<file path="config.mk">
export PLATFORM = sky130hd
export DESIGN_NAME = switch_line_card_flat
export DESIGN_NICKNAME = d
export VERILOG_FILES = /design/src/rtl/hs_pkg.sv /design/src/rtl/handshake_link_if.sv /design/src/rtl/switch_line_card.sv /design/src/flat_wrapper.sv
export VERILOG_INCLUDE_DIRS = /design/src /design/src/rtl
export SDC_FILE = /design/constraint.sdc
export NUM_CORES = 1
export LEC_CHECK = 0
export ABC_AREA = 0
export BUFFER_PORTS_ARGS = -buffer_cell sky130_fd_sc_hd__buf_4
export CORE_MARGIN = 2
export CORE_UTILIZATION = 30
export CTS_CLUSTER_DIAMETER = 50
export DETAILED_ROUTE_END_ITERATION = 8
export GPL_ROUTABILITY_DRIVEN = 0
export PLACE_DENSITY = 0.5
export SLEW_MARGIN = 20
export SYNTH_ARGS = -nofsm -noshare
export SYNTH_HDL_FRONTEND = slang
export SYNTH_SLANG_ARGS = --single-unit
export TNS_END_PERCENT = 20
</file>
<file path="constraint.sdc">
create_clock -name core_clk -period 11.8 [get_ports core_clk]
set_clock_uncertainty 0.15 [all_clocks]
set_input_delay 1.77 -clock core_clk [delete_from_list [all_inputs] [get_ports core_clk]]
set_output_delay 1.77 -clock core_clk [all_outputs]
set_load 0.01 [all_outputs]
</file>
<file path="src/rtl/hs_link_params.svh">
// constants for the handshake message link: timing, codes, counts
`ifndef HS_LINK_PARAMS_SVH
`define HS_LINK_PARAMS_SVH

// ----------------------------------------------------------------
// timing
// ----------------------------------------------------------------
`define HS_CLK_MHZ        125
`define HS_MS_CYC(ms)     ((ms) * 1000 * `HS_CLK_MHZ)
`define HS_FRAME_MS       1
`define HS_FLAG_MS        128
`define HS_RETRY_MS       128
`define HS_TERM_GAP_MS    130
`define HS_CARD_GAP_MS    27
`define HS_FRAME_CYC      `HS_MS_CYC(`HS_FRAME_MS)
`define HS_FLAG_CYC       `HS_MS_CYC(`HS_FLAG_MS)
`define HS_RETRY_CYC      `HS_MS_CYC(`HS_RETRY_MS)
`define HS_TERM_GAP_CYC   `HS_MS_CYC(`HS_TERM_GAP_MS)
`define HS_CARD_GAP_CYC   `HS_MS_CYC(`HS_CARD_GAP_MS)

// ----------------------------------------------------------------
// message bytes and counts
// ----------------------------------------------------------------
`define HS_AI_SYNC        8'h80
`define HS_AI_ORD         8'h00
`define HS_CMD_SYNC       8'h24
`define HS_CMD_BULK_POS   8'h2e
`define HS_CMD_BULK_NEG   8'h2f
`define HS_NIBBLES        3'h4
`define HS_SYNC_ACKS      6'h20
`define HS_DL_LEN         4

`endif

</file>
<file path="src/rtl/hs_pkg.sv">
// types and helpers shared by both ends of the handshake message link
`default_nettype none

package hs_pkg;

  // ----------------------------------------------------------------
  // state codes carried in each handshake byte
  // ----------------------------------------------------------------
  typedef enum logic [1:0] {
    TX_IDLE    = 2'h0,
    TX_CHAR    = 2'h1,
    TX_REQ_ACK = 2'h2,
    TX_UNUSED  = 2'h3
  } tx_code_t;

  typedef enum logic [1:0] {
    RX_NEG = 2'h0,
    RX_POS = 2'h2,
    RX_CTS = 2'h3
  } rx_code_t;

  typedef struct packed {
    logic [1:0] txs;
    logic [1:0] rxs;
    logic [3:0] nib;
  } hs_byte_t;

  // sender state machine, same on both ends
  typedef enum logic [2:0] {
    XS_IDLE = 3'h1,
    XS_CHAR = 3'h2,
    XS_REQ  = 3'h4
  } xmit_t;

  typedef enum logic [3:0] {
    PH_WAIT = 4'h1,
    PH_SYNC = 4'h2,
    PH_BULK = 4'h4,
    PH_OP   = 4'h8
  } term_phase_t;

  typedef enum logic [3:0] {
    C_FLAG = 4'h1,
    C_SYNC = 4'h2,
    C_DL   = 4'h4,
    C_RUN  = 4'h8
  } card_phase_t;

  typedef enum logic [2:0] {
    K_USER = 3'h1,
    K_SYNC = 3'h2,
    K_DL   = 3'h4
  } msg_kind_t;

  // ----------------------------------------------------------------
  // helpers
  // ----------------------------------------------------------------
  // modulo-16 sum of the four message nibbles
  function automatic logic [3:0] cksum(input logic [15:0] m);
    return m[15:12] + m[11:8] + m[7:4] + m[3:0];
  endfunction

  // nibble i of a message, address first
  function automatic logic [3:0] nib_at(input logic [15:0] m, input logic [1:0] i);
    return 4'(m >> {~i, 2'b00});
  endfunction

  // outgoing byte from sender state and receiver state
  function automatic hs_byte_t make_byte(input xmit_t s, input logic [1:0] rx,
                                         input logic [15:0] m, input logic [1:0] i);
    hs_byte_t b;
    b.rxs = rx;
    b.txs = TX_IDLE;
    b.nib = 4'h0;
    if (s == XS_CHAR) begin
      b.txs = TX_CHAR;
      b.nib = nib_at(m, i);
    end else if (s == XS_REQ) begin
      b.txs = TX_REQ_ACK;
      b.nib = cksum(m);
    end
    return b;
  endfunction

endpackage

`default_nettype wire

</file>
<file path="src/rtl/handshake_link_if.sv">
// link between line card and terminal: frame strobe, handshake bytes, sync flag
`timescale 1ns/1ns
`default_nettype none

interface handshake_link_if;
  logic             frame;
  hs_pkg::hs_byte_t card_byte;
  hs_pkg::hs_byte_t term_byte;
  logic             term_flag;

  modport card (output frame, output card_byte, input term_byte, input term_flag);
  modport term (input frame, input card_byte, output term_byte, output term_flag);
endinterface

`default_nettype wire

</file>
<file path="src/rtl/switch_line_card.sv">
// line card end: frame timing, flag watch, sync, bulk download, messaging
`timescale 1ns/1ns
`default_nettype none
`include "hs_link_params.svh"

module switch_line_card #(
  parameter int FRAME_CYC = `HS_FRAME_CYC,
  parameter int FLAG_CYC  = `HS_FLAG_CYC,
  parameter int GAP_CYC   = `HS_CARD_GAP_CYC,
  parameter int RETRY_CYC = `HS_RETRY_CYC,
  parameter int DL_LEN    = `HS_DL_LEN
) (
  // clock and reset
  input  wire logic        core_clk,
  input  wire logic        srst,
  // loop
  input  wire logic        link_up,
  handshake_link_if.card   lk,
  // commands toward the terminal
  input  wire logic [7:0]  tx_cmd,
  input  wire logic        tx_valid,
  output logic             tx_ready,
  output logic             tx_drop,
  // bulk download content
  output logic [3:0]       dl_idx,
  input  wire logic [7:0]  dl_cmd,
  // messages toward central control
  output logic [15:0]      ctrl_msg,
  output logic             ctrl_valid,
  input  wire logic        ctrl_ready,
  // status
  output logic             term_sync,
  output logic             operational
);

  hs_pkg::card_phase_t ph_q;
  hs_pkg::xmit_t       xs_q;
  hs_pkg::msg_kind_t   kind_q, kind;
  hs_pkg::hs_byte_t    far, out_q;
  logic        restart, frm, frame_q, flag_q, open_q, bulk_q, tsync_q, drop_q;
  logic [23:0] fcnt_q, fl_q, gap_q, age_q;
  logic [1:0]  rxs_q, xi_q, bc_q;
  logic [2:0]  rcnt_q;
  logic [5:0]  pk_q;
  logic [3:0]  dl_q;
  logic [15:0] rmsg_q, xmsg_q, new_msg;
  logic [15:0] bm_q [2];
  logic        bw_q, br_q, pend_q, want, start_new, acked, expired;
  logic        good, ai_sync, is_sync, is_bulk, is_ord, room, take;

  assign restart = srst | ~link_up;
  assign frm     = frame_q;
  assign far     = lk.term_byte;

  // ----------------------------------------------------------------
  // frame timing and flag watch
  // ----------------------------------------------------------------
  // one byte exchange per 1 ms frame
  always_ff @(posedge core_clk) begin
    if (restart) begin
      fcnt_q  <= 24'h0;
      frame_q <= 1'b0;
    end else begin
      frame_q <= fcnt_q == 24'(FRAME_CYC - 1);
      fcnt_q  <= (fcnt_q == 24'(FRAME_CYC - 1)) ? 24'h0 : fcnt_q + 24'h1;
    end
  end

  // flag must stay set and unchanged for the whole interval
  always_ff @(posedge core_clk) begin
    if (restart) begin
      flag_q <= 1'b0;
      fl_q   <= 24'h0;
    end else begin
      flag_q <= lk.term_flag;
      fl_q   <= (lk.term_flag != flag_q || !lk.term_flag) ? 24'h0 : fl_q + 24'h1;
    end
  end

  // ----------------------------------------------------------------
  // receiver
  // ----------------------------------------------------------------
  assign ai_sync = rmsg_q[15:8] == `HS_AI_SYNC;
  assign is_sync = ai_sync && rmsg_q[7:0] == `HS_CMD_SYNC;
  assign is_bulk = ai_sync && (rmsg_q[7:0] == `HS_CMD_BULK_POS ||
                               rmsg_q[7:0] == `HS_CMD_BULK_NEG);
  assign is_ord  = !ai_sync;
  assign room    = !(is_ord && bc_q == 2'h2);
  assign good    = rcnt_q == `HS_NIBBLES && hs_pkg::cksum(rmsg_q) == far.nib;
  assign take    = frm && far.txs == hs_pkg::TX_REQ_ACK && rxs_q == hs_pkg::RX_CTS &&
                   good && room && open_q;

  // receive state; refusal holds until the terminal goes idle
  always_ff @(posedge core_clk) begin
    if (restart) begin
      rxs_q  <= hs_pkg::RX_CTS;
      rcnt_q <= 3'h0;
    end else if (frm) begin
      unique case (far.txs)
        hs_pkg::TX_IDLE: begin
          rxs_q  <= hs_pkg::RX_CTS;
          rcnt_q <= 3'h0;
        end
        hs_pkg::TX_CHAR: if (rxs_q == hs_pkg::RX_CTS) begin
          if (rcnt_q == `HS_NIBBLES) rxs_q <= hs_pkg::RX_NEG;
          else rcnt_q <= rcnt_q + 3'h1;
        end
        hs_pkg::TX_REQ_ACK: if (rxs_q == hs_pkg::RX_CTS) begin
          rxs_q <= (good && room && open_q) ? hs_pkg::RX_POS : hs_pkg::RX_NEG;
        end
        default: rxs_q <= hs_pkg::RX_NEG;
      endcase
    end
  end

  // nibble assembly
  always_ff @(posedge core_clk) begin
    if (restart) rmsg_q <= 16'h0;
    else if (frm && far.txs == hs_pkg::TX_CHAR && rxs_q == hs_pkg::RX_CTS &&
             rcnt_q != `HS_NIBBLES) rmsg_q <= {rmsg_q[11:0], far.nib};
  end

  // start-up progress seen from the terminal
  always_ff @(posedge core_clk) begin
    if (restart) begin
      tsync_q <= 1'b0;
      bulk_q  <= 1'b0;
    end else begin
      if (take && is_sync) tsync_q <= 1'b1;
      if (take && is_bulk) bulk_q <= 1'b1;
    end
  end

  // two-entry buffer toward central control
  always_ff @(posedge core_clk) begin
    if (restart) begin
      bw_q <= 1'b0;
      br_q <= 1'b0;
      bc_q <= 2'h0;
    end else begin
      if (take && is_ord) bm_q[bw_q] <= rmsg_q;
      bw_q <= bw_q ^ (take && is_ord);
      br_q <= br_q ^ (ctrl_valid && ctrl_ready);
      bc_q <= bc_q + {1'b0, take && is_ord} - {1'b0, ctrl_valid && ctrl_ready};
    end
  end

  // ----------------------------------------------------------------
  // sender
  // ----------------------------------------------------------------
  // ordinary commands win over download messages
  always_comb begin
    new_msg = {`HS_AI_ORD, tx_cmd};
    kind    = hs_pkg::K_USER;
    want    = 1'b0;
    unique case (ph_q)
      hs_pkg::C_FLAG: want = 1'b0;
      hs_pkg::C_SYNC: begin
        new_msg = {`HS_AI_SYNC, `HS_CMD_SYNC};
        kind    = hs_pkg::K_SYNC;
        want    = 1'b1;
      end
      hs_pkg::C_DL: begin
        want = 1'b1;
        if (!tx_valid) begin
          new_msg = {`HS_AI_SYNC, dl_cmd};
          kind    = hs_pkg::K_DL;
        end
      end
      hs_pkg::C_RUN: want = tx_valid;
    endcase
  end

  assign start_new = frm && xs_q == hs_pkg::XS_IDLE && !pend_q && want &&
                     far.rxs == hs_pkg::RX_CTS && (kind == hs_pkg::K_SYNC || gap_q == 24'h0);
  assign tx_ready  = start_new && kind == hs_pkg::K_USER;
  assign acked     = frm && xs_q == hs_pkg::XS_REQ && far.rxs == hs_pkg::RX_POS;
  assign expired   = pend_q && kind_q != hs_pkg::K_SYNC && age_q == 24'(RETRY_CYC - 1);

  // handshake sender; retries restart from idle
  always_ff @(posedge core_clk) begin
    if (restart) begin
      xs_q   <= hs_pkg::XS_IDLE;
      xi_q   <= 2'h0;
      pend_q <= 1'b0;
      drop_q <= 1'b0;
    end else begin
      drop_q <= 1'b0;
      if (frm) begin
        unique case (xs_q)
          hs_pkg::XS_IDLE: if (pend_q && expired) begin
            pend_q <= 1'b0;
            drop_q <= 1'b1;
          end else if (pend_q ? far.rxs == hs_pkg::RX_CTS : start_new) begin
            xs_q   <= hs_pkg::XS_CHAR;
            xi_q   <= 2'h0;
            pend_q <= 1'b1;
          end
          hs_pkg::XS_CHAR: begin
            xi_q <= xi_q + 2'h1;
            if (xi_q == 2'h3) xs_q <= hs_pkg::XS_REQ;
          end
          hs_pkg::XS_REQ: if (far.rxs != hs_pkg::RX_CTS) begin
            xs_q <= hs_pkg::XS_IDLE;
            if (far.rxs == hs_pkg::RX_POS) pend_q <= 1'b0;
          end
        endcase
      end
    end
  end

  // message hold, spacing and age counters
  always_ff @(posedge core_clk) begin
    if (restart) begin
      xmsg_q <= 16'h0;
      kind_q <= hs_pkg::K_USER;
      gap_q  <= 24'h0;
      age_q  <= 24'h0;
    end else begin
      if (start_new) begin
        xmsg_q <= new_msg;
        kind_q <= kind;
        age_q  <= 24'h0;
      end else if (age_q != 24'(RETRY_CYC - 1)) age_q <= age_q + 24'h1;
      if (start_new && kind != hs_pkg::K_SYNC) gap_q <= 24'(GAP_CYC - 1);
      else if (gap_q != 24'h0) gap_q <= gap_q - 24'h1;
    end
  end

  // ----------------------------------------------------------------
  // start-up phases
  // ----------------------------------------------------------------
  always_ff @(posedge core_clk) begin
    if (restart) begin
      ph_q   <= hs_pkg::C_FLAG;
      pk_q   <= 6'h0;
      dl_q   <= 4'h0;
      open_q <= 1'b0;
    end else begin
      unique case (ph_q)
        hs_pkg::C_FLAG: if (fl_q == 24'(FLAG_CYC - 1)) ph_q <= hs_pkg::C_SYNC;
        hs_pkg::C_SYNC: if (acked) begin
          pk_q <= pk_q + 6'h1;
          if (pk_q == `HS_SYNC_ACKS - 6'h1) ph_q <= hs_pkg::C_DL;
        end
        hs_pkg::C_DL: if ((acked || drop_q) && kind_q == hs_pkg::K_DL) begin
          dl_q <= dl_q + 4'h1;
          if (dl_q == 4'(DL_LEN - 1)) begin
            ph_q   <= hs_pkg::C_RUN;
            open_q <= 1'b1;
          end
        end
        hs_pkg::C_RUN: ph_q <= hs_pkg::C_RUN;
      endcase
    end
  end

  // outgoing byte
  always_ff @(posedge core_clk) begin
    if (restart) out_q <= '{txs: hs_pkg::TX_IDLE, rxs: hs_pkg::RX_CTS, nib: 4'h0};
    else out_q <= hs_pkg::make_byte(xs_q, rxs_q, xmsg_q, xi_q);
  end

  assign lk.frame     = frame_q;
  assign lk.card_byte = out_q;
  assign dl_idx       = dl_q;
  assign tx_drop      = drop_q;
  assign ctrl_msg     = bm_q[br_q];
  assign ctrl_valid   = bc_q != 2'h0;
  assign term_sync    = tsync_q;
  assign operational  = ph_q == hs_pkg::C_RUN && tsync_q && bulk_q;

endmodule

`default_nettype wire

</file>
<file path="src/flat_wrapper.sv">
// flat-port wrapper written by rule: the top's interface ports become plain ports
module switch_line_card_flat 
#(
  parameter int FRAME_CYC = `HS_FRAME_CYC,
  parameter int FLAG_CYC  = `HS_FLAG_CYC,
  parameter int GAP_CYC   = `HS_CARD_GAP_CYC,
  parameter int RETRY_CYC = `HS_RETRY_CYC,
  parameter int DL_LEN    = `HS_DL_LEN
)
  (core_clk, srst, link_up, tx_cmd, tx_valid, tx_ready, tx_drop, dl_idx, dl_cmd, ctrl_msg, ctrl_valid, ctrl_ready, term_sync, operational, lk_frame, lk_card_byte, lk_term_byte, lk_term_flag);
  handshake_link_if lk_i ();
  input  wire logic core_clk;
  input  wire logic srst;
  input  wire logic link_up;
  input  wire logic [7:0] tx_cmd;
  input  wire logic tx_valid;
  output logic tx_ready;
  output logic tx_drop;
  output logic [3:0] dl_idx;
  input  wire logic [7:0] dl_cmd;
  output logic [15:0] ctrl_msg;
  output logic ctrl_valid;
  input  wire logic ctrl_ready;
  output logic term_sync;
  output logic operational;
  output wire logic [$bits(lk_i.frame)-1:0] lk_frame;
  output wire logic [$bits(lk_i.card_byte)-1:0] lk_card_byte;
  input wire logic [$bits(lk_i.term_byte)-1:0] lk_term_byte;
  input wire logic [$bits(lk_i.term_flag)-1:0] lk_term_flag;
  assign lk_frame = lk_i.frame;
  assign lk_card_byte = lk_i.card_byte;
  assign lk_i.term_byte = lk_term_byte;
  assign lk_i.term_flag = lk_term_flag;
  switch_line_card #(.FRAME_CYC(FRAME_CYC), .FLAG_CYC(FLAG_CYC), .GAP_CYC(GAP_CYC), .RETRY_CYC(RETRY_CYC), .DL_LEN(DL_LEN)) u_core (.core_clk(core_clk), .srst(srst), .link_up(link_up), .lk(lk_i), .tx_cmd(tx_cmd), .tx_valid(tx_valid), .tx_ready(tx_ready), .tx_drop(tx_drop), .dl_idx(dl_idx), .dl_cmd(dl_cmd), .ctrl_msg(ctrl_msg), .ctrl_valid(ctrl_valid), .ctrl_ready(ctrl_ready), .term_sync(term_sync), .operational(operational));
endmodule
</file>
# After elaboration in Yosys (flattened, before gate mapping)
# Memories as Yosys holds them, arrays and structs flattened. A register that Yosys moved wholly into a read port is not among the register bits.
# Index checks and enable logic that the tools add are counted.
# totals
reg_bits	174
mem_bits_rw	32
in_bits	30
wordCells	212
mem_count	1
# memory_table
memory	words	word_bits	read_ports	rd_clocked_by_memory_dff	write_ports	line_no	rtl
u_core.bm_q	2	16	1	1	1	switch_line_card.sv:47	logic [15:0] bm_q [2];
# op_classes
add_sub_neg	16
n_eq_ne	49
shift	1
n_mux	44
bitwise	7
n_reduce_logical	65
# op_table
operator	n
24-bit by 1-bit adder with 24-bit output (second input constant)	3
24-bit equality test (second input constant)	2
22-bit 2-to-1 mux	2
1-bit logical AND	33
16-bit case mux with 2 select lines	1
4-bit 2-to-1 mux	7
4-bit adder	6
24-bit by 17-bit equality test with 1-bit output (second input constant)	1
8-bit by 6-bit equality test with 1-bit output (second input constant)	3
24-bit zero test	1
24-bit != test (second input constant)	1
24-bit nonzero test	1
24-bit by 1-bit subtractor with 24-bit output (second input constant)	1
3-bit 2-to-1 mux	7
16-bit 2-to-1 mux	1
2-bit by 1-bit != test with 1-bit output (second input constant)	8
4-bit case mux with 4 select lines	1
16-bit by 4-bit >> shifter with 4-bit output	1
5-bit AND reduction	3
2-bit 2-to-1 mux	7
2-bit != test (second input constant)	7
2-bit equality test (second input constant)	6
3-bit case mux with 2 select lines	2
4-bit AND reduction	3
38 further kinds	74

# Depth between registers and ports, before layout
# Gate-level depths: netlist of run 1.
# depth
depth_word	12
ltp_mapped	12
mapped_depth_nobuf	12

# Least setup slack after synthesis of run 1
# Ideal clock, no wire load.
# synth_timing
path_kind	input-to-output
start	input port lk_term_byte[4]
end	output port tx_ready
arrival_time_ns	2.801
required_ns	9.880
setup_slack_ns	7.079
path_stages	5
path_cell_list	and3b_1 > o2111ai_2 > or3_4 > buf_6 > nor2_1
# synth_between
elab_chain_len	4
# synth_rtl
item	line_no	rtl
start, declared	flat_wrapper.sv:28	input wire logic [$bits(lk_i.term_byte)-1:0] lk_term_byte;
2-bit equality test	switch_line_card.sv:175	far.rxs == hs_pkg::RX_CTS && (kind == hs_pkg::K_SYNC || gap_q == 24'h0);
1-bit logical AND	switch_line_card.sv:174	assign start_new = frm && xs_q == hs_pkg::XS_IDLE && !pend_q && want &&
1-bit logical AND	switch_line_card.sv:175	
1-bit logical AND	switch_line_card.sv:176	assign tx_ready = start_new && kind == hs_pkg::K_USER;
end, declared	flat_wrapper.sv:17	output logic tx_ready;
# Every way passes these cells.

# Final worst setup path of run 1
# layout_timing
start	input port lk_term_byte[5]
end	output port tx_ready
# The elaborated chain is that of the path after synthesis.

==> qor.yml, run 1 <==
drt:
  drc: 0
  vias: 7018
  vias_per_cell: 4.91
  routed_wl_mm: 21.0
  drtPass1Iterations: 4
  drt_iter0_drc: 351
  final_antenna_net_count: 0
  wire_per_inst_um: 14.7
clocking:
  hold_buffers: 0
  cts_buffer_depth: 2
  clock_latency_ps: 450
  tritoncts: "done"
  post_cts_buffers: 0
  ctsResizeCount: 0
  clk_transition_reported_paths_ps: 80
  clock-sinks: 199
  cts_max_level: 4
  cts_root_buf: "clkbuf_16"
  cts-buffers-inserted: 17
worst_setup_path:
  crit_slowest_cell: "or3_4"
  crit_type: "in -> out"
  crit_path_max_incr_delay_ps: 520
  r2r_setup_slack_ps: 7660
  cp.required_ps: 9880
  path_max_fanout: 21
  cp-end-kind: "output pin"
  crit_chain: "buf_4, and3b_1, o2111ai_2, or3_4, nor2_1, buf_4"
  worstPathArrival_ps: 3070
  critical_path.most_common_cell: "buf_4"
  cp-start-kind: "primary input"
power_and_ir_drop:
  p_sw_share_pct: 33.8
  switchingPower_w: 0.000582
  irDropWorstVdd_uv: 149
  combPwrFrac_pct: 20.0
  finalPower_w: 0.00172
  seq_power_share_pct: 42.8
  p_clk_share_pct: 37.1
  intPower_w: 0.00114
  power_density_nw_per_um2: 160
  leakage_nw: 3.91
finish:
  num_antenna_cells: 0
  drive_gt1_share_pct: 14.0
  final_cell_mix: "167 x dfxtp_1, 134 x nor2_1, 71 x xor2_1, 68 x buf_4, 59 x nand3_1"
  area_growth_pct: 16.1
  finalNetCount: 1073
  mostFrequentLayoutCell: "dfxtp_1"
floorplan:
  die_y_um: 180
  rows: 64
  die_area_um2: 32400
  initial_core_util_pct: 30.4
  ioPinCount: 64
  core_um2: 30500
  die_w_um: 180
timing:
  setup_slack_ps: 6810
  setup_viol: 0
  clock.fmax_mhz: 200
  fin_crit_sh_pct: 42.3
  tightest_slew_ps: 1080
  hold_viol_final: 0
  slew_headroom_pct: 28.0
  layout_min_cycle_time_ps: 4990
  finalSetupTns_ps: 0
  slew_viol_final: 0
  worst_hold_slack_ps: 310
  rsz0062_at_grt: "no"
yosys:
  synth_nets: 1022
  synth_edf_count: 32
  yosysUniqueCellTypes: 78
  syn_inst: 969
  yosys.area.top_type: "dfxtp_1"
  synth_ff_type: "dfxtp_1"
  avgSynthCellArea_um2: 9.58
  synthArstFlopShare_pct: 0
  ys_seq_area_share_pct: 46.4
  yosysWarnings: 0
  synth_area_leaders: "dfxtp_1 36%, edfxtp_1 10%, xor2_1 6.7%"
  synth_seq_cells: 199
  syn_area_um2: 9290
  synth_top_cell_area_share_pct: 36.0
global_route:
  grt_pass1_wl_mm: 35.0
  grt_max_degree: 50
  antenna_found_initial: 0
  overflow: 0
  grt_usage_pct: 13.2
  grt_pass1_vias: 6675
place:
  numPortBuffers: 63
  hpwl_mm: 14.5
  dp_worst_setup_slack_ps: 6790
hold_path:
  hold_path_class: "reg -> reg"
run:
  drv_cap: 0
run_status:
  status: "complete, no violations"
-- worst paths after layout --
check,start,depth (start not counted),to
setup / recovery,lk_term_byte[5],6,tx_ready
hold / removal,u_core.fcnt_q[0],1,u_core.fcnt_q[0]
setup reg to reg,u_core.rmsg_q[1],13,u_core.bm_q[1][11]
hold reg to reg,u_core.fcnt_q[0],1,u_core.fcnt_q[0]
-- cell families (layout without fill, tap and decap cells) --
logic type,count (synthesis),after routing,share of synthesized area [%]
multiplexers,39,39,4.42
AND/OR/NAND/NOR,423,423,24.3
flip-flops,199,199,46.4
adder cells (fa/ha/maj),23,23,3.67
XOR/XNOR,98,98,9.24
AO/OA/AOI/OAI,124,124,8.92
buffers and inverters,63,127,3.10
-- power by group through the flow --
stage	Combinational (W)	Sequential, W	Clock [W]
2_1_floorplan	0.000267	0.000747	0
3_3_place_gp	0.000345	0.000752	0
3_5_place_dp	0.000345	0.000753	0
4_1_cts	0.000346	0.000737	0.000661
5_1_grt	0.000392	0.000742	0.000692
6_report	0.000345	0.000737	0.000639
-- per-stage QoR --
step	instances	util, %	cell area [um^2]
2_1_floorplan	969	-	9290
3_3_place_gp	1397	33.2	10100
3_5_place_dp	1397	33.2	10100
4_1_cts	1429	35.3	10800
5_1_grt	1429	35.3	10800
6_report	1429	35.3	10800
-- cells in the mapped netlist, drive strengths merged, types with 17 or more instances --
cell    count
mux2i      23
o21ai      23
and3       17
xor2       71
nand2      58
nand4      31
inv        26
dfxtp     167
nand3      60
edfxtp     32
a21oi      36
nor3       23
xnor2      27
nor2      134
clkbuf     25
-- registers in the layout (all words and copies together), names as in the netlist, 2 cells and up --
name and flops:
u_core.age_q 24, u_core.bc_q 2, u_core.bm_q 32, u_core.dl_idx 4
u_core.fcnt_q 24, u_core.fl_q 24, u_core.gap_q 24, u_core.kind_q 3
u_core.lk.card_byte 8, u_core.ph_q 4, u_core.pk_q 6, u_core.rcnt_q 3
u_core.rmsg_q 16, u_core.rxs_q 2, u_core.xi_q 2, u_core.xmsg_q 9
u_core.xs_q 3
-- metal layers --
metal | vias up | GRT usage, % | part of all wire [%]
met2 | 112 | 20.5 | 44
met5 | - | 0 | 0
met4 | 0 | 3.38 | 1.2
met1 | 3307 | 18.1 | 50
li1 | 3581 | - | -
met3 | 18 | 3.48 | 4.4
-- area by class of cell --
class	instances	area (um^2)
multi-input cells	707	4710
inverters	27	101
clock buffers	17	425
well taps	396	495
fillers	3126	19700
repair buffers	68	510
flip-flops and latches	199	4300
clock inverters	15	239
-- worst max-delay path, delay by kind of cell --
family                 cells  cell delay [ps]
AND/OR/NAND/NOR            3              880
buffers and inverters      2              240
AO/OA/AOI/OAI              1              180
No activity file was read; power rests on OpenSTA's default activity.
==> inputs of run 2 (changes only) <==
PLACE_DENSITY = 0.52   (was 0.5)
clock period = 4.11 ns   (was 11.8 ns; I/O delays follow)
==> qor.yml, run 2 (same netlist as run 1, synthesis figures left out) <==
worst_setup_path:
  reg2regPathDepth: 13  # unchanged
  crit_path_start: "u_core.rmsg_q[5]"  # was lk_term_byte[5]
  cp.required_ps: 4100  # was 9880 ps
  r2r_setup_slack_ps: 330  # was 7660 ps
  crit_type: "reg -> reg"  # was in -> out
  regToRegEndpoint: "u_core.bm_q[1][2]"  # was u_core.bm_q[1][11]
  worstPathArrival_ps: 3770  # was 3070 ps
  cp-start-kind: "register"  # was primary input
  cp-end-kind: "register"  # was output pin
  r2r-start: "u_core.rmsg_q[5]"  # was u_core.rmsg_q[1]
  path_max_fanout: 16  # was 21
run_status:
  status: "complete, no violations"  # unchanged
global_route:
  grt_pass1_vias: 6662  # was 6,675
  grt_max_degree: 38  # was 50
  grt_usage_pct: 13.1  # was 13.2%
  overflow: 0  # unchanged
  grt_pass1_wl_mm: 34.8  # was 35.0 mm
  antenna_found_initial: 0  # unchanged
power_and_ir_drop:
  combPwrFrac_pct: 20.2  # was 20.0%
  seq_power_share_pct: 43.8  # was 42.8%
  irDropWorstVdd_uv: 518  # was 149 uV
  finalPower_w: 0.00484  # was 0.00172 W
  intPower_w: 0.00334  # was 0.00114 W
  p_clk_share_pct: 36.0  # was 37.1%
  leakage_nw: 3.94  # was 3.91 nW
  switchingPower_w: 0.00150  # was 0.000582 W
  power_density_nw_per_um2: 447  # was 160 nW/um^2
  p_sw_share_pct: 31.0  # was 33.8%
clocking:
  cts_root_buf: "clkbuf_16"  # unchanged
  clk_transition_reported_paths_ps: 80  # about the same
  post_cts_buffers: 0  # unchanged
  cts_max_level: 4  # unchanged
  clock-sinks: 199  # unchanged
  cts-buffers-inserted: 17  # unchanged
  cts_buffer_depth: 2  # unchanged
  hold_buffers: 0  # unchanged
  tritoncts: "done"  # unchanged
  clock_latency_ps: 440  # was 450 ps
hold_path:
  hold_depth: 2  # was 1
  hold_path_class: "in -> reg"  # was reg -> reg
  holdPathEnd: "u_core.rxs_q[1]"  # was u_core.fcnt_q[0]
  hp-start: "lk_term_byte[6]"  # was u_core.fcnt_q[0]
finish:
  post-route-util_pct: 35.5  # was 35.3%
  top_register: "u_core.bm_q"  # unchanged
  largest_reg_flops: 32  # unchanged
  final_cell_mix: "165 x dfxtp_1, 134 x nor2_1, 74 x buf_4, 71 x xor2_1, 59 x nand3_1"  # was 167 x dfxtp_1, 134 x nor2_1, 71 x xor2_1, 68 x buf_4, 59 x nand3_1
  area_growth_pct: 16.6  # was 16.1%
  num_antenna_cells: 0  # unchanged
  finalNetCount: 1081  # was 1,073
  drive_gt1_share_pct: 14.9  # was 14.0%
  mostFrequentLayoutCell: "dfxtp_1"  # unchanged
drt:
  routed_wl_mm: 21.2  # was 21.0 mm
  wire_per_inst_um: 14.7  # about the same
  drtPass1Iterations: 4  # unchanged
  final_antenna_net_count: 0  # unchanged
  vias_per_cell: 4.90  # was 4.91
  drc: 0  # unchanged
  drt_iter0_drc: 456  # was 351
  vias: 7037  # was 7,018
floorplan:
  initial_core_util_pct: 30.4  # unchanged
  rows: 64  # unchanged
  die_w_um: 180  # unchanged
  die_y_um: 180  # unchanged
  ioPinCount: 64  # unchanged
  die_area_um2: 32400  # unchanged
  core_um2: 30500  # unchanged
timing:
  slew_headroom_pct: 31.5  # was 28.0%
  clock.fmax_mhz: 265
  slew_viol_final: 0  # unchanged
  finalSetupTns_ps: 0  # unchanged
  rsz0062_at_grt: "no"  # unchanged
  setup_viol: 0  # unchanged
  hold_viol_final: 0  # unchanged
  fin_crit_sh_pct: 91.9
  tightest_slew_ps: 1030  # was 1080 ps
  layout_min_cycle_time_ps: 3780
place:
  numPortBuffers: 63  # unchanged
  hpwl_mm: 14.7  # was 14.5 mm
run:
  drv_cap: 0  # unchanged
==> run 2: how the worst max path moves through the flow <==
stage | endpoint | slack [ps] | depth (start not counted)
floorplan | u_core.bm_q[0][0] | -460 | 12
global placement | u_core.bm_q[0][10] | 300 | 13
detailed placement | u_core.bm_q[1][14] | 270 | 13
CTS | u_core.bm_q[1][2] | 230 | 13
global route | u_core.bm_q[0][2] | 60 | 13
finish | u_core.bm_q[1][2] | 330 | 13
==> run 2: timing repair <==
item	CTS	global route
endpoints found under the setup margin	0	32
endpoints found under the hold margin	0	0
resized for setup	0	3
==> run 2: per-stage QoR <==
step / hold WS, ps / worst slack [ps] / cell area, um^2 / cells
detailed placement: 283 / 274 / 10200 / 1405
global placement: 277 / 298 / 10200 / 1405
floorplan: 263 / -461 / 9290 / 969
finish: 283 / 333 / 10800 / 1437
CTS: 266 / 229 / 10800 / 1437
global route: 289 / 64.3 / 10800 / 1437
==> run 2: final cells by class <==
cell class	count	area, um^2
Multi-Input combinational cell	707	4720
Sequential cell	199	4310
Clock buffer	19	443
Tap cell	396	495
Inverter	27	101
Clock inverter	13	165
Fill cell	3139	19700
Timing Repair Buffer	76	596
==> run 2: power by group through the flow <==
stage	Sequential (W)	Combinational [W]	Clock (W)
4_1_cts	0.00212	0.000979	0.00179
5_1_grt	0.00213	0.00111	0.00187
6_report	0.00212	0.000978	0.00174
3_3_place_gp	0.00216	0.000973	0
3_5_place_dp	0.00216	0.000971	0
2_1_floorplan	0.00215	0.000768	0
==> run 2: critical path, stage by stage, from the launching register on <==
cell and delay [ps]:
dfxtp_2 360, fa_1 520, inv_1 50, fa_1 490
inv_1 40, ha_1 180, inv_1 60, fa_1 420
xor2_1 150, nand4_1 150, a311oi_2 250, nand4_1 190
nor3_2 260, buf_12 200
==> run 2: routing by layer <==
metal  GRT usage [%]  vias up  wire [um]
met5               0        -          0
met4            3.61        0        130
met3            2.45        7        633
met2            20.1       94       9450
met1            18.8     3340      11000
li1                -     3596          -
==> inputs of run 3 (changes only) <==
ABC_AREA = 1   (was 0)
==> qor.yml, run 3 <==
clocking:
  cts_root_buf: "clkbuf_16"  # unchanged
  tritoncts: "done"  # unchanged
  clk_transition_reported_paths_ps: 80  # about the same
  cts_buffer_depth: 2  # unchanged
  cts_max_level: 4  # unchanged
  clock-sinks: 199  # unchanged
  cts-buffers-inserted: 17  # unchanged
  hold_buffers: 0  # unchanged
  clock_latency_ps: 440  # about the same
yosys:
  syn_area_um2: 9960  # was 9290 um^2
  synth_top_cell_area_share_pct: 33.6  # was 36.0%
  ys_top_cells_by_count: "268 x nand2_1, 167 x dfxtp_1, 153 x inv_1"  # was 167 x dfxtp_1, 134 x nor2_1, 71 x xor2_1
  synthArstFlopShare_pct: 0  # unchanged
  yosysMostFrequentCell: "nand2_1"  # was dfxtp_1
  synth_area_leaders: "dfxtp_1 34%, nand2_1 10%, edfxtp_1 9.6%"  # was dfxtp_1 36%, edfxtp_1 10%, xor2_1 6.7%
  avgSynthCellArea_um2: 7.80  # was 9.58 um^2
  yosysUniqueCellTypes: 59  # was 78
  yosysWarnings: 0  # unchanged
  synth_ff_type: "dfxtp_1"  # unchanged
  synth_nets: 1329  # was 1,022
  yosys.area.top_type: "dfxtp_1"  # unchanged
  synth_seq_cells: 199  # unchanged
  synth_edf_count: 32  # unchanged
  ys_seq_area_share_pct: 43.2  # was 46.4%
  syn_inst: 1276  # was 969
floorplan:
  core_um2: 32600  # was 30,500 um^2
  die_w_um: 186  # was 180 um
  die_y_um: 186  # was 180 um
  rows: 66  # was 64
  die_area_um2: 34700  # was 32,400 um^2
  initial_core_util_pct: 30.5  # was 30.4%
  ioPinCount: 64  # unchanged
worst_setup_path:
  worstPathArrival_ps: 3810  # was 3770 ps
  cp-end-kind: "register"  # unchanged
  crit_chain: "fa_1, inv_1, fa_1, inv_1, ha_1, inv_1, fa_1, nand2_1, nand2_1, nand2_1, inv_1, nor2_1, nand2_1, nand3_1, nand3_1, nor2_2, nand2_2, nor3_2, buf_12"  # was fa_1, inv_1, fa_1, inv_1, ha_1, inv_1, fa_1, xor2_1, nand4_1, a311oi_2, nand4_1, nor3_2, buf_12
  crit_type: "reg -> reg"  # unchanged
  r2r-start: "u_core.rmsg_q[1]"  # was u_core.rmsg_q[5]
  crit_slowest_cell: "fa_1"  # unchanged
  r2r_setup_slack_ps: 300  # was 330 ps
  path_max_fanout: 16  # unchanged
  regToRegEndpoint: "u_core.bm_q[1][2]"  # unchanged
  cp-start-kind: "register"  # unchanged
  cp.required_ps: 4110  # was 4100 ps
  reg2regPathDepth: 19  # was 13
  crit_path_max_incr_delay_ps: 550  # was 520 ps
global_route:
  grt_pass1_vias: 7899  # was 6,662
  grt_max_degree: 47  # was 38
  antenna_found_initial: 0  # unchanged
  overflow: 0  # unchanged
  grt_pass1_wl_mm: 38.6  # was 34.8 mm
  grt_usage_pct: 13.8  # was 13.1%
timing:
  clock.fmax_mhz: 262  # was 265 MHz
  rsz0062_at_grt: "no"  # unchanged
  tightest_slew_ps: 865  # was 1030 ps
  fin_crit_sh_pct: 92.7  # was 91.9%
  slew_headroom_pct: 42.2  # was 31.5%
  hold_viol_final: 0  # unchanged
  layout_min_cycle_time_ps: 3810  # was 3780 ps
  setup_viol: 0  # unchanged
  slew_viol_final: 0  # unchanged
  finalSetupTns_ps: 0  # unchanged
  setup_slack_ps: 299  # was 333 ps
drt:
  vias: 8264  # was 7,037
  routed_wl_mm: 22.7  # was 21.2 mm
  vias_per_cell: 4.60  # was 4.90
  wire_per_inst_um: 12.6  # was 14.7 um
  drtPass1Iterations: 6  # was 4
  final_antenna_net_count: 0  # unchanged
  drt_iter0_drc: 437  # was 456
  drc: 0  # unchanged
hold_path:
  holdPathEnd: "u_core.flag_q"  # was u_core.rxs_q[1]
  hp-start: "lk_term_flag"  # was lk_term_byte[6]
  hold_depth: 3  # was 2
  hold_path_class: "in -> reg"  # unchanged
place:
  numPortBuffers: 63  # unchanged
  dp_worst_setup_slack_ps: 269  # was 274 ps
  hpwl_mm: 16.7  # was 14.7 mm
run_status:
  status: "complete, no violations"  # unchanged
power_and_ir_drop:
  power_density_nw_per_um2: 454  # was 447 nW/um^2
  irDropWorstVdd_uv: 279  # was 518 uV
  leakage_nw: 4.37  # was 3.94 nW
finish:
  mostFrequentLayoutCell: "nand2_1"  # was dfxtp_1
  num_antenna_cells: 0  # unchanged
  final_cell_mix: "267 x nand2_1, 167 x dfxtp_1, 152 x inv_1, 142 x nor2_1, 80 x a21oi_1"  # was 165 x dfxtp_1, 134 x nor2_1, 74 x buf_4, 71 x xor2_1, 59 x nand3_1
  fill_cells: 3411  # was 3,139
  drive_gt1_share_pct: 15.9  # was 14.9%
  finalNetCount: 1395  # was 1,081
  area_growth_pct: 16.1  # was 16.6%
  top_register: "u_core.bm_q"  # unchanged
  largest_reg_flops: 32  # unchanged
run:
  drv_cap: 0  # unchanged
## run 3: metal layers
layer | routed length [um] | GRT usage [%] | vias to the layer above
li1 | - | - | 4343
met1 | 11200 | 18.4 | 3781
met2 | 10500 | 23.0 | 125
met3 | 824 | 2.73 | 15
met4 | 258 | 3.15 | 0
met5 | 0 | 0 | -
## run 3: how the worst max path moves through the flow
stage	cells past startpoint	to	start
after global routing	19	u_core.bm_q[0][8]	u_core.rmsg_q[1]
after floorplan	14	u_core.bm_q[0][0]	u_core.rmsg_q[1]
final	19	u_core.bm_q[1][2]	u_core.rmsg_q[1]
after CTS	19	u_core.bm_q[1][8]	u_core.rmsg_q[1]
after global placement	15	u_core.bm_q[1][7]	u_core.rmsg_q[1]
after detailed placement	19	u_core.bm_q[1][7]	u_core.rmsg_q[1]
## run 3: cell type report
type | instances | area [um^2] | area share, %
Timing Repair Buffer | 69 | 543 | 4.70
Clock inverter | 15 | 195 | 1.69
Clock buffer | 17 | 425 | 3.68
Inverter | 168 | 636 | 5.50
Multi-Input combinational cell | 887 | 4900 | 42.4
Tap cell | 442 | 553 | 4.78
Sequential cell | 199 | 4300 | 37.2
## run 3: critical path: cells and delay by family (launching register included)
kind,cells,cell delay [ps]
adders and majority gates,4,1510
buffers and inverters,5,400
DFF,1,380
and+or+nand+nor,10,1070
## run 3: report_power, final
group	internal (W)	switching (W)	leakage, nW	total [W]
Clock	0.000838	0.000880	0.296	0.00172
Combinational	0.000525	0.000857	2.46	0.00138
Sequential	0.00205	0.0000917	1.62	0.00214
## run 3: cell families (layout without fill, tap and decap cells)
| kind of cell | Yosys count | after routing | synth area share [%] |
|---|---|---|---|
| adder cells (fa/ha/maj) | 23 | 23 | 3.42 |
| AO/OA/AOI/OAI | 181 | 181 | 10.7 |
| flip-flops | 199 | 199 | 43.2 |
| AND/OR/NAND/NOR | 650 | 650 | 32.1 |
| XOR/XNOR | 33 | 33 | 2.90 |
| buffers and inverters | 190 | 269 | 7.68 |
## run 3: per-stage QoR
step	hold WS, ps	area (um^2)	util, %	power (W)	instances
2_1_floorplan	268	9960	-	0.00332	1276
3_3_place_gp	286	10900	33.5	0.00357	1765
3_5_place_dp	288	10900	33.5	0.00357	1765
4_1_cts	240	11600	35.4	0.00531	1797
5_1_grt	252	11600	35.4	0.00559	1797
6_report	262	11600	35.4	0.00525	1797
## run 3: timing repair
| action | 4_1_cts | 5_1_grt |
|---|---|---|
| gates resized for setup | 0 | 1 |
| endpoints found under the setup margin | 0 | 32 |
| setup buffers | 0 | 0 |
